`config.mk`:
```
export PLATFORM = sky130hd
export DESIGN_NAME = mbs_server
export DESIGN_NICKNAME = d
export VERILOG_FILES = /design/src/logic/mbs_server.v
export VERILOG_INCLUDE_DIRS = /design/src /design/src/logic
export SDC_FILE = /design/constraint.sdc
export NUM_CORES = 1
export LEC_CHECK = 0
export BUFFER_PORTS_ARGS = -buffer_cell sky130_fd_sc_hd__buf_2
export CORE_ASPECT_RATIO = 1.1
export CORE_MARGIN = 4
export CORE_UTILIZATION = 41
export DETAILED_ROUTE_END_ITERATION = 7
export SKIP_LAST_GASP = 1
export SLEW_MARGIN = 20
export SYNTH_ARGS = -nofsm -noshare
export SYNTH_HDL_FRONTEND = slang
export SYNTH_SLANG_ARGS = --single-unit
```
`constraint.sdc`:
```
create_clock -name mclk_i -period 4.6 [get_ports mclk_i]
set_input_delay 0.92 -clock mclk_i [delete_from_list [all_inputs] [get_ports mclk_i]]
set_output_delay 0.92 -clock mclk_i [all_outputs]
set_load 0.05 [all_outputs]
```
`src/logic/mbs_consts.vh`:
```
/*
 * Constants for the request server: function codes, interface types,
 * access codes, exception codes, field limits and identification data layout.
 * Assumes it is included by bare name from the design file.
 */
`ifndef MBS_CONSTS_VH
`define MBS_CONSTS_VH

// Function codes and exception flag
`define MBS_FC_QUEUE      8'h18
`define MBS_FC_ENCAP      8'h2B
`define MBS_FC_EXC_BIT    8'h80
// Encapsulated interface types
`define MBS_IF_OBJDICT    8'h0D
`define MBS_IF_IDENT      8'h0E
// Identification access codes
`define MBS_AC_BASIC      8'h01
`define MBS_AC_SINGLE     8'h04
// Exception codes
`define MBS_EX_FUNC       8'h01
`define MBS_EX_ADDR       8'h02
`define MBS_EX_VALUE      8'h03
// Continuation flag values
`define MBS_MORE_NONE     8'h00
`define MBS_MORE_YES      8'hFF
// Conformity: basic level, stream and single access
`define MBS_CONFORMITY    8'h81
// Queue limits and field sizes
`define MBS_QUEUE_MAX     16'h001F
`define MBS_QREQ_LEN      8'h03
`define MBS_IDREQ_LEN     8'h04
`define MBS_ENC_MIN_LEN   8'h02
`define MBS_PDU_MAX       8'hFD
`define MBS_QHDR_LEN      8'h05
`define MBS_QDAT_LEN      8'h02
`define MBS_EXC_LEN       8'h02
`define MBS_IDHDR_LEN     8'h07
// Identification object table
`define MBS_ID_LAST_OBJ   8'h02
`define MBS_ID_NUM_OBJ    8'h03
`define MBS_ID_ROM_LEN    8'h11
`define MBS_ID_OFF1       8'h06
`define MBS_ID_OFF2       8'h0C

`endif

```
`src/logic/mbs_server.v`:
```
/*
 * Request server: queue read, encapsulated transport dispatch and device
 * identification, plus the response FIFO (mbs_fifo) that buffers answer bytes.
 * Assumes request bytes arrive framed with a last flag from the transport
 * below, and a register port that returns data one cycle after the read
 * strobe. One clock; all inputs but the async active-low reset synchronous to it.
 */
`timescale 1ns/1ns
`include "mbs_consts.vh"

module mbs_fifo #(
  parameter WIDTH = 9,
  parameter DEPTH = 16,
  parameter AW    = 4
) (
  input  wire             mclk_i,
  input  wire             rst_n_i,
  input  wire             in_valid_i,
  input  wire [WIDTH-1:0] in_data_i,
  output wire             in_ready_o,
  output wire             out_valid_o,
  output wire [WIDTH-1:0] out_data_o,
  input  wire             out_ready_i
);
  reg [WIDTH-1:0] mem [0:DEPTH-1];
  reg [AW-1:0]    wptr_q;
  reg [AW-1:0]    rptr_q;
  reg [AW:0]      cnt_q;
  wire            push;
  wire            pop;

  // Full and empty come straight from the occupancy count
  assign in_ready_o  = (cnt_q != DEPTH[AW:0]);
  assign out_valid_o = (cnt_q != {(AW+1){1'b0}});
  assign out_data_o  = mem[rptr_q];
  assign push        = in_valid_i & in_ready_o;
  assign pop         = out_valid_o & out_ready_i;

  // Storage has no reset, it is only read behind a valid count
  always @(posedge mclk_i)
  begin
    if (push)
      mem[wptr_q] <= in_data_i;
  end

  // Pointers wrap at depth, count tracks push minus pop
  always @(posedge mclk_i or negedge rst_n_i)
  begin
    if (!rst_n_i)
    begin
      wptr_q <= {AW{1'b0}};
      rptr_q <= {AW{1'b0}};
      cnt_q  <= {(AW+1){1'b0}};
    end
    else
    begin
      if (push)
        wptr_q <= (wptr_q == DEPTH[AW-1:0] - 1'b1) ? {AW{1'b0}} : wptr_q + 1'b1;
      if (pop)
        rptr_q <= (rptr_q == DEPTH[AW-1:0] - 1'b1) ? {AW{1'b0}} : rptr_q + 1'b1;
      if (push & ~pop)
        cnt_q <= cnt_q + 1'b1;
      else if (pop & ~push)
        cnt_q <= cnt_q - 1'b1;
    end
  end
endmodule // mbs_fifo

module mbs_server #(
  parameter FIFO_DEPTH = 16,
  parameter FIFO_AW    = 4
) (
  input  wire        mclk_i,
  input  wire        rst_n_i,
  input  wire        req_valid_i,
  input  wire [7:0]  req_data_i,
  input  wire        req_last_i,
  output wire        req_ready_o,
  output wire        rsp_valid_o,
  output wire [7:0]  rsp_data_o,
  output wire        rsp_last_o,
  input  wire        rsp_ready_i,
  output reg  [15:0] reg_addr_o,
  output reg         reg_rd_o,
  input  wire [15:0] reg_data_i,
  output wire        busy_o
);
  localparam [2:0] S_RX    = 3'd0;
  localparam [2:0] S_DISP  = 3'd1;
  localparam [2:0] S_RWAIT = 3'd2;
  localparam [2:0] S_RCAP  = 3'd3;
  localparam [2:0] S_EMIT  = 3'd4;
  localparam [2:0] S_QRD   = 3'd5;

  localparam [1:0] M_EXC  = 2'd0;
  localparam [1:0] M_ID   = 2'd1;
  localparam [1:0] M_QHDR = 2'd2;
  localparam [1:0] M_QDAT = 2'd3;

  reg [2:0]  state_q;
  reg [1:0]  mode_q;
  reg [7:0]  rq0_q;
  reg [7:0]  rq1_q;
  reg [7:0]  rq2_q;
  reg [7:0]  rq3_q;
  reg [7:0]  rlen_q;
  reg [7:0]  idx_q;
  reg [7:0]  len_q;
  reg [7:0]  exc_fc_q;
  reg [7:0]  exc_code_q;
  reg [15:0] qcnt_q;
  reg [15:0] qi_q;
  reg [15:0] data_q;
  reg        cnt_phase_q;
  reg [7:0]  id_start_q;
  reg [7:0]  id_nobj_q;
  reg [7:0]  cur_byte;
  reg        cur_last;
  wire       push_ready;
  wire       push_valid;
  wire [7:0] id_sel;

  // Identification objects as id, length, ASCII text; strings are arbitrary
  function [7:0] id_rom;
    input [7:0] i;
    begin
      case (i)
        8'h00: id_rom = 8'h00;
        8'h01: id_rom = 8'h04;
        8'h02: id_rom = 8'h56;
        8'h03: id_rom = 8'h4E;
        8'h04: id_rom = 8'h44;
        8'h05: id_rom = 8'h52;
        8'h06: id_rom = 8'h01;
        8'h07: id_rom = 8'h04;
        8'h08: id_rom = 8'h50;
        8'h09: id_rom = 8'h30;
        8'h0A: id_rom = 8'h30;
        8'h0B: id_rom = 8'h31;
        8'h0C: id_rom = 8'h02;
        8'h0D: id_rom = 8'h03;
        8'h0E: id_rom = 8'h31;
        8'h0F: id_rom = 8'h2E;
        8'h10: id_rom = 8'h30;
        default: id_rom = 8'h00;
      endcase
    end
  endfunction

  // Start of an object in the table, end of table past the last one
  function [7:0] obj_off;
    input [7:0] id;
    begin
      case (id)
        8'h00: obj_off = 8'h00;
        8'h01: obj_off = `MBS_ID_OFF1;
        8'h02: obj_off = `MBS_ID_OFF2;
        default: obj_off = `MBS_ID_ROM_LEN;
      endcase
    end
  endfunction

  // High byte goes first on every two-byte field
  function [7:0] hi_lo;
    input [15:0] v;
    input        lo;
    begin
      hi_lo = lo ? v[7:0] : v[15:8];
    end
  endfunction

  assign req_ready_o = (state_q == S_RX);
  assign push_valid  = (state_q == S_EMIT);
  assign busy_o      = (state_q != S_RX);
  // Unknown ids and the private range fall back to object 0 in stream mode
  assign id_sel      = (rq3_q > `MBS_ID_LAST_OBJ) ? 8'h00 : rq3_q;

  // Response byte selected by mode and position within the PDU
  always @*
  begin
    cur_byte = 8'h00;
    cur_last = 1'b0;
    case (mode_q)
      M_EXC:
      begin
        cur_byte = (idx_q == 8'h00) ? exc_fc_q : exc_code_q;
        cur_last = (idx_q == `MBS_EXC_LEN - 8'h01);
      end
      M_ID:
      begin
        case (idx_q)
          8'h00: cur_byte = `MBS_FC_ENCAP;
          8'h01: cur_byte = rq1_q;
          8'h02: cur_byte = rq2_q;
          8'h03: cur_byte = `MBS_CONFORMITY;
          8'h04: cur_byte = `MBS_MORE_NONE;
          8'h05: cur_byte = 8'h00;
          8'h06: cur_byte = id_nobj_q;
          default: cur_byte = id_rom(id_start_q + idx_q - `MBS_IDHDR_LEN);
        endcase
        cur_last = (idx_q == len_q - 8'h01);
      end
      M_QHDR:
      begin
        case (idx_q)
          8'h00: cur_byte = `MBS_FC_QUEUE;
          8'h01: cur_byte = hi_lo({qcnt_q[14:0], 1'b0} + 16'h0002, 1'b0);
          8'h02: cur_byte = hi_lo({qcnt_q[14:0], 1'b0} + 16'h0002, 1'b1);
          8'h03: cur_byte = hi_lo(qcnt_q, 1'b0);
          default: cur_byte = hi_lo(qcnt_q, 1'b1);
        endcase
        cur_last = (idx_q == `MBS_QHDR_LEN - 8'h01) && (qcnt_q == 16'h0000);
      end
      default:
      begin
        cur_byte = hi_lo(data_q, idx_q[0]);
        cur_last = (idx_q == `MBS_QDAT_LEN - 8'h01) && (qi_q == qcnt_q);
      end
    endcase
  end

  // Request capture, dispatch and response sequencing
  always @(posedge mclk_i or negedge rst_n_i)
  begin
    if (!rst_n_i)
    begin
      state_q     <= S_RX;
      mode_q      <= M_EXC;
      rq0_q       <= 8'h00;
      rq1_q       <= 8'h00;
      rq2_q       <= 8'h00;
      rq3_q       <= 8'h00;
      rlen_q      <= 8'h00;
      idx_q       <= 8'h00;
      len_q       <= 8'h00;
      exc_fc_q    <= 8'h00;
      exc_code_q  <= 8'h00;
      qcnt_q      <= 16'h0000;
      qi_q        <= 16'h0000;
      data_q      <= 16'h0000;
      cnt_phase_q <= 1'b0;
      id_start_q  <= 8'h00;
      id_nobj_q   <= 8'h00;
      reg_addr_o  <= 16'h0000;
      reg_rd_o    <= 1'b0;
    end
    else
    begin
      reg_rd_o <= 1'b0;
      case (state_q)
        S_RX:
        begin
          if (req_valid_i)
          begin
            case (rlen_q)
              8'h00: rq0_q <= req_data_i;
              8'h01: rq1_q <= req_data_i;
              8'h02: rq2_q <= req_data_i;
              8'h03: rq3_q <= req_data_i;
              default: ;
            endcase
            // Length saturates so oversized PDUs stay detectable
            if (rlen_q != 8'hFF)
              rlen_q <= rlen_q + 8'h01;
            if (req_last_i)
              state_q <= S_DISP;
          end
        end
        S_DISP:
        begin
          idx_q      <= 8'h00;
          mode_q     <= M_EXC;
          len_q      <= `MBS_EXC_LEN;
          exc_fc_q   <= rq0_q | `MBS_FC_EXC_BIT;
          exc_code_q <= `MBS_EX_VALUE;
          state_q    <= S_EMIT;
          rlen_q     <= 8'h00;
          if (rq0_q == `MBS_FC_QUEUE)
          begin
            if (rlen_q == `MBS_QREQ_LEN)
            begin
              // Queue count lives at the pointer register itself
              reg_addr_o  <= {rq1_q, rq2_q};
              reg_rd_o    <= 1'b1;
              cnt_phase_q <= 1'b1;
              state_q     <= S_RWAIT;
            end
          end
          else if (rq0_q == `MBS_FC_ENCAP)
          begin
            if (rlen_q < `MBS_ENC_MIN_LEN)
              exc_code_q <= `MBS_EX_VALUE;
            else if (rq1_q == `MBS_IF_IDENT)
            begin
              if (rlen_q != `MBS_IDREQ_LEN)
                exc_code_q <= `MBS_EX_VALUE;
              else if (rq2_q < `MBS_AC_BASIC || rq2_q > `MBS_AC_SINGLE)
                exc_code_q <= `MBS_EX_VALUE;
              else if (rq2_q == `MBS_AC_SINGLE)
              begin
                if (rq3_q > `MBS_ID_LAST_OBJ)
                  exc_code_q <= `MBS_EX_ADDR;
                else
                begin
                  mode_q     <= M_ID;
                  id_start_q <= obj_off(rq3_q);
                  id_nobj_q  <= 8'h01;
                  len_q      <= `MBS_IDHDR_LEN + obj_off(rq3_q + 8'h01) - obj_off(rq3_q);
                end
              end
              else
              begin
                // All basic objects fit one response, so no continuation
                mode_q     <= M_ID;
                id_start_q <= obj_off(id_sel);
                id_nobj_q  <= `MBS_ID_NUM_OBJ - id_sel;
                len_q      <= `MBS_IDHDR_LEN + `MBS_ID_ROM_LEN - obj_off(id_sel);
              end
            end
            else if (rq1_q == `MBS_IF_OBJDICT && rlen_q > `MBS_PDU_MAX)
              exc_code_q <= `MBS_EX_VALUE;
            else
              // No object dictionary service behind this server
              exc_code_q <= `MBS_EX_FUNC;
          end
          else
            exc_code_q <= `MBS_EX_FUNC;
        end
        S_RWAIT:
          state_q <= S_RCAP;
        S_RCAP:
        begin
          idx_q   <= 8'h00;
          state_q <= S_EMIT;
          if (cnt_phase_q)
          begin
            cnt_phase_q <= 1'b0;
            qcnt_q      <= reg_data_i;
            qi_q        <= 16'h0000;
            if (reg_data_i > `MBS_QUEUE_MAX)
            begin
              mode_q     <= M_EXC;
              len_q      <= `MBS_EXC_LEN;
              exc_code_q <= `MBS_EX_VALUE;
            end
            else
            begin
              mode_q <= M_QHDR;
              len_q  <= `MBS_QHDR_LEN;
            end
          end
          else
          begin
            data_q <= reg_data_i;
            mode_q <= M_QDAT;
            len_q  <= `MBS_QDAT_LEN;
          end
        end
        S_QRD:
        begin
          // Successive registers after the pointer, read without side effect
          reg_addr_o <= reg_addr_o + 16'h0001;
          reg_rd_o   <= 1'b1;
          qi_q       <= qi_q + 16'h0001;
          state_q    <= S_RWAIT;
        end
        S_EMIT:
        begin
          // Stalls here while the response FIFO is full
          if (push_ready)
          begin
            idx_q <= idx_q + 8'h01;
            if (idx_q == len_q - 8'h01)
            begin
              if (cur_last)
                state_q <= S_RX;
              else
                state_q <= S_QRD;
            end
          end
        end
        default:
          state_q <= S_RX;
      endcase
    end
  end

  // Response bytes queue here so a slow transport back-pressures the server
  mbs_fifo #(
    .WIDTH (9),
    .DEPTH (FIFO_DEPTH),
    .AW    (FIFO_AW)
  ) u_rsp_fifo (
    .mclk_i      (mclk_i),
    .rst_n_i     (rst_n_i),
    .in_valid_i  (push_valid),
    .in_data_i   ({cur_last, cur_byte}),
    .in_ready_o  (push_ready),
    .out_valid_o (rsp_valid_o),
    .out_data_o  ({rsp_last_o, rsp_data_o}),
    .out_ready_i (rsp_ready_i)
  );
endmodule // mbs_server

```
==> impl_metrics.tcl, run 1 <==
set metrics [dict create \
    status "completed" \
    r2r_start "idx_q[1]" \
    clockBufferDepth 3 \
    hold_viol 0 \
    gr-total-overflow 0 \
    cts_num_sinks 306 \
    reg2regPathDepth 10 \
    fin_tns_setup_ns 0 \
    seq_area_frac_synth_pct 53.4 \
    leakagePower_uw 0.00707 \
    regArea_sq_um 8380 \
    syn_inst 1323 \
    crit_path_end_kind "primary output" \
    fin_ws_ns 0.815 \
    ys.flop_type "dfrtp_1" \
    synth_area_leaders "edfxtp_1, dfrtp_1, ha_1" \
    setup_viol 0 \
    grt_usage_pct 18.9 \
    async_reset_ff_share_pct 52.9 \
    port-buffer-count 57 \
    routabilityCongestion 0.895 \
    fmax_mhz 264 \
    drc 0 \
    diodes 0 \
    syn-cell-area_sq_um 15700 \
    max-slew-margin-rel_pct 26.1 \
    grt_pass1_wl_microns 62000 \
    place_ws_ns 0.927 \
    insertion_delay_ns 0.53 \
    yosysMostFrequentCell "dfrtp_1" \
    worst_setup_path_start_kind "flip-flop" \
    yosys.area.top_type "edfxtp_1" \
    synth_top_area_share_pct 27.6 \
    ioPinCount 58 \
    ant_nets 0 \
    min_path_type "in -> async" \
    syn-mean-instance-area_sq_um 11.8 \
    dr_total_vias 10800 \
    core_sq_um 37400 \
    drt-total-wl_microns 39600 \
    multiInputGateArea_sq_um 6850 \
    worst_pin_slew_ns 1.11 \
    rsz0062_at_grt "false" \
    cts_buffers 34 \
    htreeDepth 2 \
    crit_path_max_fanout 16 \
    synth_edf_count 144 \
    period_minus_slack_ns 3.78 \
    nFillCells 3412 \
    cts_hold_buf 0 \
    maxCapViolCount 0 \
    vdd_ir_drop_max_mv 0.440 \
    arrival_ns 2.86 \
    die_x_microns 194 \
    root_buffer "clkbuf_16" \
    path_clk_slew_ns 0.06 \
    final_nets 1452 \
    placed_cells 1826 \
    synthToLayoutAreaGrowth_pct 12.3 \
    rows 74 \
    tritoncts "built" \
    start_util_pct 41.9 \
    synth_common_cells "dfrtp_1, edfxtp_1, nand2_1" \
    first_pass_iters 5 \
    dieArea_sq_um 41400 \
    die_h_microns 213 \
    p_per_area_nw_per_um2 660 \
    antenna_found_initial 0 \
    dpl.hpwl_microns 27400 \
    cts_setup_buffers 0 \
    synth_cell_types 80 \
    first_global_vias 10800 \
    fin_crit_sh_pct 82.3 \
    cts_resized 0 \
    cp.required_ns 3.68 \
    finalClockSkew_ns 0.0241 \
    synth-seq-cells 306 \
    crit_start "u_rsp_fifo.rptr_q[1]" \
    drive_gt1_share_pct 17.4 \
    final_cells 1889 \
    slew_violations 0 \
    vias_per_cell 5.72 \
    synth_warnings 0 \
    drt-wirelength-per-cell_microns 20.9 \
    grt_max_degree 88 \
    drtIter0Drc 596 \
    crit_type "reg -> out" \
]
cells by family after synthesis:
logic type               synth area share, %
AO/OA/AOI/OAI                           10.7
XOR/XNOR                                3.46
adder cells (fa/ha/maj)                 4.50
buffers and inverters                   2.97
flip-flops                              53.4
multiplexers                            11.3
other                                 0.0239
AND/OR/NAND/NOR                         13.6
final timing paths:
check | slack (ns) | endpoint
hold reg to reg | 0.48 | exc_fc_q[7]
min in group mclk_i | 0.48 | exc_fc_q[7]
setup / recovery | 0.82 | rsp_data_o[0]
hold / removal | 0.48 | rq1_q[0]
setup reg to reg | 0.88 | u_rsp_fifo.mem[3][5]
max in group asynchronous | 3.14 | id_nobj_q[4]
cell usage in the layout, fill, tap and decap left out, types with 16 or more instances in the layout:
cell,netlist,final
buf_4,2,16
a21oi_1,49,49
mux2_2,50,50
nand2_1,117,117
xor2_1,21,21
clkbuf_16,0,35
dfrtp_1,162,161
edfxtp_1,144,144
buf_2,18,56
mux2i_1,42,42
o21ai_0,65,65
and3_1,20,20
nor2_1,63,63
nand3_1,52,52
nor3_1,22,22
inv_1,47,47
ha_1,50,50
mux4_2,18,18
and2_1,17,17
nand4_1,21,21
mux2_4,25,25
xnor2_1,41,41
flip-flops by register name, summed over array words and instances (netlist names):
signal	cells
u_rsp_fifo.cnt_q	5
exc_fc_q	8
id_start_q	4
exc_code_q	2
state_q	3
u_rsp_fifo.mem	144
mode_q	2
rlen_q	8
rq1_q	8
reg_addr_o	16
rq0_q	8
u_rsp_fifo.wptr_q	4
rq3_q	8
cnt_phase_q	1
rq2_q	8
id_nobj_q	8
data_q	16
qi_q	16
u_rsp_fifo.rptr_q	4
qcnt_q	16
len_q	8
reg_rd_o	1
idx_q	8
cell type report:
class,count,share of cell area (%)
Multi-Input combinational cell,906,38.9
Clock buffer,44,5.28
Timing Repair Buffer,74,2.45
Tap cell,494,3.51
Inverter,47,1.00
Clock inverter,18,1.24
Sequential cell,306,47.6
layer usage:
metal	track usage, %	wire, microns	vias to the layer above	part of all wire [%]
li1	-	-	5047	-
met1	24.2	16600	5395	42
met2	33.6	20200	292	51
met3	2.54	1810	65	4.6
met4	5.75	1020	0	2.6
met5	0	0	-	0
per-stage QoR:
stage / area (sq um) / hold slack (ns) / total power [uW] / util [%]
finish: 17600 / 0.479 / 11600 / 47.1
global route: 17600 / 0.519 / 12300 / 47.1
CTS: 17600 / 0.482 / 11700 / 47.0
detailed placement: 16400 / 0.466 / 8870 / 43.9
global placement: 16400 / 0.453 / 8770 / 43.9
floorplan: 15700 / 0.435 / 7570 / -
report_power, final:
part	switching, uW	internal [uW]
Sequential	608	3680
Combinational	2830	1740
Clock	1100	1670
Total	4540	7090
worst max-delay path, stage by stage, from the launching register on:
cell      delay, ns
dfrtp_1        0.81
nor2b_1        0.35
buf_4          0.28
a221oi_1       0.38
o21ai_0        0.16
nand2_1        0.10
buf_2          0.26
No activity file was read; power rests on OpenSTA's default activity.
==> run 2, diff against run 1 <==
==> constraint.sdc (replaced) <==
create_clock -name mclk_i -period 3.8 [get_ports mclk_i]
set_input_delay 0.76 -clock mclk_i [delete_from_list [all_inputs] [get_ports mclk_i]]
set_output_delay 0.76 -clock mclk_i [all_outputs]
set_load 0.05 [all_outputs]
==> run 2 against run 1 <==
Global-route usage grew 0.36 points. Die area is the same. Wire length grew 1.2%. Cell count grew 0.58%. Via count grew 0.15%. Utilization grew 0.23 points. First-iteration DRC count grew 14%. Critical path type unchanged. Critical endpoint is now rsp_data_o[7]. Highest routed layer unchanged.
==> impl_metrics.tcl, run 2 (synthesis results as in run 1) <==
set metrics [dict create \
    rrSetupSlack_ns 0.35 \
    dpl.hpwl_microns 27800 \
    reg2regPathDepth 10 \
    die_h_microns 213 \
    first_pass_iters 5 \
    hold_viol 0 \
    reg2reg_to "len_q[7]" \
    insertion_delay_ns 0.59 \
    drtIter0Drc 682 \
    min_path_type "in -> async" \
    drt-wirelength-per-cell_microns 21.1 \
    path_clk_slew_ns 0.06 \
    dpl-instance-area_sq_um 16600 \
    htreeDepth 1 \
    dr_total_vias 10800 \
    status "completed" \
    tritoncts "built" \
    vias_per_cell 5.69 \
    rows 74 \
    endpoint "rsp_data_o[7]" \
    crit_path_end_kind "primary output" \
    dieArea_sq_um 41400 \
    drt-total-wl_microns 40100 \
    final_design_area_no_fill_sq_um 17700 \
    grt_usage_pct 19.2 \
    first_global_vias 11100 \
    finalClockSkew_ns 0.00899 \
    fmax_mhz 288 \
    start_util_pct 41.9 \
    maxCapViolCount 0 \
    root_buffer "clkbuf_16" \
    r2r_start "rq3_q[7]" \
    synthToLayoutAreaGrowth_pct 12.9 \
    placed_cells 1843 \
    antenna_found_initial 0 \
    rsz0062_at_grt "false" \
    top_register "u_rsp_fifo.mem" \
    cp.required_ns 3.04 \
    port-buffer-count 57 \
    grt_max_degree 65 \
    routabilityCongestion 0.872 \
    crit_path_max_fanout 24 \
    gr-total-overflow 0 \
    final_cells 1900 \
    clockBufferDepth 3 \
    ioPinCount 58 \
    vdd_ir_drop_max_mv 0.515 \
    nFillCells 3385 \
    worst_setup_path_start_kind "flip-flop" \
    crit_start "u_rsp_fifo.rptr_q[0]" \
    final_cell_mix "dfrtp_1, edfxtp_1, nand2_1" \
    diodes 0 \
    cts_buffers 31 \
    core_sq_um 37400 \
    final_common_cell "dfrtp_1" \
    final_nets 1466 \
    crit_type "reg -> out" \
    fin_crit_sh_pct 91.3 \
    fin_tns_setup_ns 0 \
    setup_viol 0 \
    arrival_ns 2.71 \
    worst_pin_slew_ns 0.879 \
    p_per_area_nw_per_um2 795 \
    cts_resized 0 \
    max-slew-margin-rel_pct 41.4 \
    ant_nets 0 \
    grt_pass1_wl_microns 63500 \
    largest_reg_flops 144 \
    drc 0 \
    slew_violations 0 \
    period_minus_slack_ns 3.47 \
    cts_num_sinks 306 \
    die_x_microns 194 \
    leakagePower_uw 0.00713 \
    drive_gt1_share_pct 18.5 \
]
==> run 2: changes by cell type in the layout (fill, tap and decap cells not counted), sizes merged <==
cell      before  now
inv           48   49
buf           74   91
clkinvlp       1    3
bufinv         4    5
clkbuf        44   37
clkinv        12    9
==> run 2: worst min-delay path by stage <==
stage	startpoint	endpoint	cells after the start
after CTS	rst_n_i	rq1_q[1]	1
final	rst_n_i	rq3_q[3]	1
after detailed placement	exc_fc_q[7]	exc_fc_q[7]	1
after global routing	rst_n_i	reg_addr_o[7]	1
after global placement	exc_fc_q[7]	exc_fc_q[7]	1
after floorplan	exc_fc_q[7]	exc_fc_q[7]	1
==> run 2: where the power goes <==
| group | internal, uW | leakage, uW | total [uW] | switching (uW) |
|---|---|---|---|---|
| clock | 1890 | 0.000516 | 3210 | 1310 |
| combinational | 2240 | 0.00325 | 5700 | 3470 |
| sequential | 4450 | 0.00336 | 5160 | 714 |
| total | 8580 | 0.00713 | 14100 | 5500 |
==> run 2: layer usage <==
metal	track usage (%)	part of all wire, %
met4	7.30	3.6
met2	34.6	51
met5	0	0
met1	24.1	41
met3	2.07	4.5
==> run 2: layout make-up <==
cell class	count	area, sq um	share of cell area [%]
clock buffers	37	828	4.68
repair buffers	91	584	3.30
clock inverters	19	241	1.36
multi-input cells	906	6870	38.8
well taps	494	618	3.49
flip-flops and latches	306	8380	47.4
inverters	47	176	0.997
==> run 2: what timing repair did <==
action	in CTS	in global routing
setup buffers	0	1
hold endpoints to repair	0	0
setup endpoints to repair	0	16
hold buffers	0	0
==> run 2: critical path: stages, from the launching register on <==
cell     delay (ns)
dfrtp_2        0.68
buf_12         0.28
mux2_2         0.35
o21ai_0        0.17
a21oi_1        0.08
a22oi_1        0.19
nand2_1        0.12
buf_2          0.23
==> run 2: metrics by stage <==
step                hold slack [ns]  utilization [%]  setup WS, ns  total power [uW]
global route                  0.221             47.3         0.126             14900
finish                        0.181             47.3         0.332             14100
detailed placement            0.466             44.4        0.0244             10900
global placement              0.456             44.4         0.188             10800
CTS                           0.191             47.2        0.0160             14100
floorplan                     0.435                -         0.493              9160
==> run 3, diff against run 2 <==
--- a/config.mk
+++ b/config.mk
@@ -11,6 +11,7 @@
 export CORE_MARGIN = 4
 export CORE_UTILIZATION = 41
 export DETAILED_ROUTE_END_ITERATION = 7
+export PLACE_DENSITY = 0.56
 export SKIP_LAST_GASP = 1
 export SLEW_MARGIN = 20
 export SYNTH_ARGS = -nofsm -noshare
==> run 3 against run 2 <==
Total power increased by 1.8%. Highest routed layer unchanged. Combinational power increased by 1%. Non-clock buffer count increased by 4. Largest cell class unchanged. Global-route usage increased by 0.12 points.
==> impl_metrics.tcl, run 3 (synthesis results as in run 1) <==
set metrics [dict create \
    tritoncts "built" \
    rrSetupSlack_ns 0.46 \
    top_register "u_rsp_fifo.mem" \
    gr-total-overflow 0 \
    crit_type "reg -> out" \
    rsz0062_at_grt "false" \
    vdd_ir_drop_max_mv 0.407 \
    cpMaxStageDelayCell "dfrtp_2" \
    ioPinCount 58 \
    die_x_microns 194 \
    cpLargestDelayFamily "flip-flops" \
    period_minus_slack_ns 3.48 \
    diodes 0 \
    port-buffer-count 57 \
    path_clk_slew_ns 0.06 \
    maxCapViolCount 0 \
    reg2regPathDepth 11 \
    drc 0 \
    reg2reg_to "u_rsp_fifo.cnt_q[4]" \
    slowest_delay_ns 0.76 \
    vias_per_cell 5.64 \
    htreeDepth 2 \
    setup_viol 0 \
    cts_buffers 34 \
    fin_tns_setup_ns 0 \
    rows 74 \
    swShare_pct 38.7 \
    seqPwrFrac_pct 35.9 \
    root_buffer "clkbuf_16" \
    r2r_start "u_rsp_fifo.cnt_q[0]" \
    hold_viol 0 \
    p_per_area_nw_per_um2 805 \
    crit_path_max_fanout 27 \
    worst_setup_path_start_kind "flip-flop" \
    drt-wirelength-per-cell_microns 21.1 \
    finalClockSkew_ns 0.0241 \
    internal-power_uw 8780 \
    p_clk_share_pct 23.8 \
    start_util_pct 41.9 \
    dr_total_vias 10800 \
    place_ws_ns 0.143 \
    fmax_mhz 287 \
    largest_reg_flops 144 \
    crit_start "u_rsp_fifo.rptr_q[0]" \
    drtIter0Drc 635 \
    fin_crit_sh_pct 91.6 \
    die_h_microns 213 \
    first_pass_iters 5 \
    cts_num_sinks 306 \
    grt_pass1_wl_microns 63600 \
    grt_usage_pct 19.4 \
    switchingPower_uw 5550 \
    final_nets 1473 \
    synthToLayoutAreaGrowth_pct 13.6 \
    first_global_vias 11100 \
    drt-total-wl_microns 40200 \
    cp.depth 7 \
    leakagePower_uw 0.00721 \
    routabilityCongestion 0.913 \
    arrival_ns 2.72 \
    cp.required_ns 3.04 \
    final_common_cell "dfrtp_1" \
    max-slew-margin-rel_pct 38.3 \
    crit_chain "buf_12 > mux2_2 > o21ai_0 > a21oi_1 > o21ai_0 > nand2_1 > buf_2" \
    slew_violations 0 \
    antenna_found_initial 0 \
    ant_nets 0 \
    clockBufferDepth 3 \
    insertion_delay_ns 0.53 \
    worst_pin_slew_ns 0.925 \
    status "completed" \
    crit_top_cell "o21ai_0" \
    dpl.hpwl_microns 28400 \
    core_sq_um 37400 \
    final_cell_mix "dfrtp_1, edfxtp_1, nand2_1" \
    fin_ws_ns 0.318 \
    drive_gt1_share_pct 19.1 \
    p_comb_share_pct 40.3 \
    endpoint "rsp_data_o[7]" \
    grt_max_degree 71 \
    whs_ns 0.234 \
    crit_buf_inv 2 \
    crit_path_end_kind "primary output" \
    dieArea_sq_um 41400 \
    min_path_type "in -> async" \
]
[run 3: through the flow]
step / std cells / instance area, sq um / total power [uW] / util, %
2_1_floorplan: 1324 / 15700 / 9160 / -
3_3_place_gp: 1847 / 16600 / 10900 / 44.4
3_5_place_dp: 1847 / 16600 / 11000 / 44.4
4_1_cts: 1909 / 17800 / 14400 / 47.5
5_1_grt: 1910 / 17800 / 15200 / 47.6
6_report: 1910 / 17800 / 14300 / 47.6
[run 3: layout make-up]
class                           count  area [sq um]
Clock buffer                       44           950
Timing Repair Buffer               95           614
Fill cell                        3436         19600
Multi-Input combinational cell    906          6860
Tap cell                          494           618
Clock inverter                     18           214
Sequential cell                   306          8380
Inverter                           47           176
[run 3: how the worst min path moves through the flow]
stage,to,cells after the start
global route,rlen_q[0],1
floorplan,exc_fc_q[7],1
detailed placement,exc_fc_q[7],1
CTS,rlen_q[1],1
global placement,exc_fc_q[1],2
finish,rlen_q[0],1
[run 3: timing repair]
item                                    in CTS  in global routing
hold buffers                                 0                  0
endpoints found under the setup margin       0                 17
setup buffers                                0                  1
hold endpoints to repair                     0                  0
gates resized for setup                      0                  1
[run 3: power groups by stage]
stage,sequential (uW),combinational [uW],clock (uW)
after floorplan,5010,4150,0
after global placement,5200,5690,0
after detailed placement,5210,5770,0
after CTS,5150,5790,3510
after global routing,5230,6330,3640
final,5150,5770,3410
[run 3: worst reg2reg max path, cell delays in order, from the launching register on]
cell and delay (ns):
dfrtp_1 0.44, nor4_1 0.76, nand2b_1 0.29, nand2_1 0.28
ha_1 0.23, inv_1 0.11, fa_1 0.42, a21o_1 0.18
a21oi_1 0.17, xnor2_1 0.13, nor2_1 0.06, xor2_1 0.14
[run 3: metal layers]
| metal | wire, microns | vias up | GRT usage [%] |
|---|---|---|---|
| li1 | - | 5088 | - |
| met1 | 16900 | 5339 | 24.2 |
| met2 | 20000 | 265 | 34.0 |
| met3 | 1730 | 83 | 2.62 |
| met4 | 1580 | 0 | 8.20 |
| met5 | 0 | - | 0 |
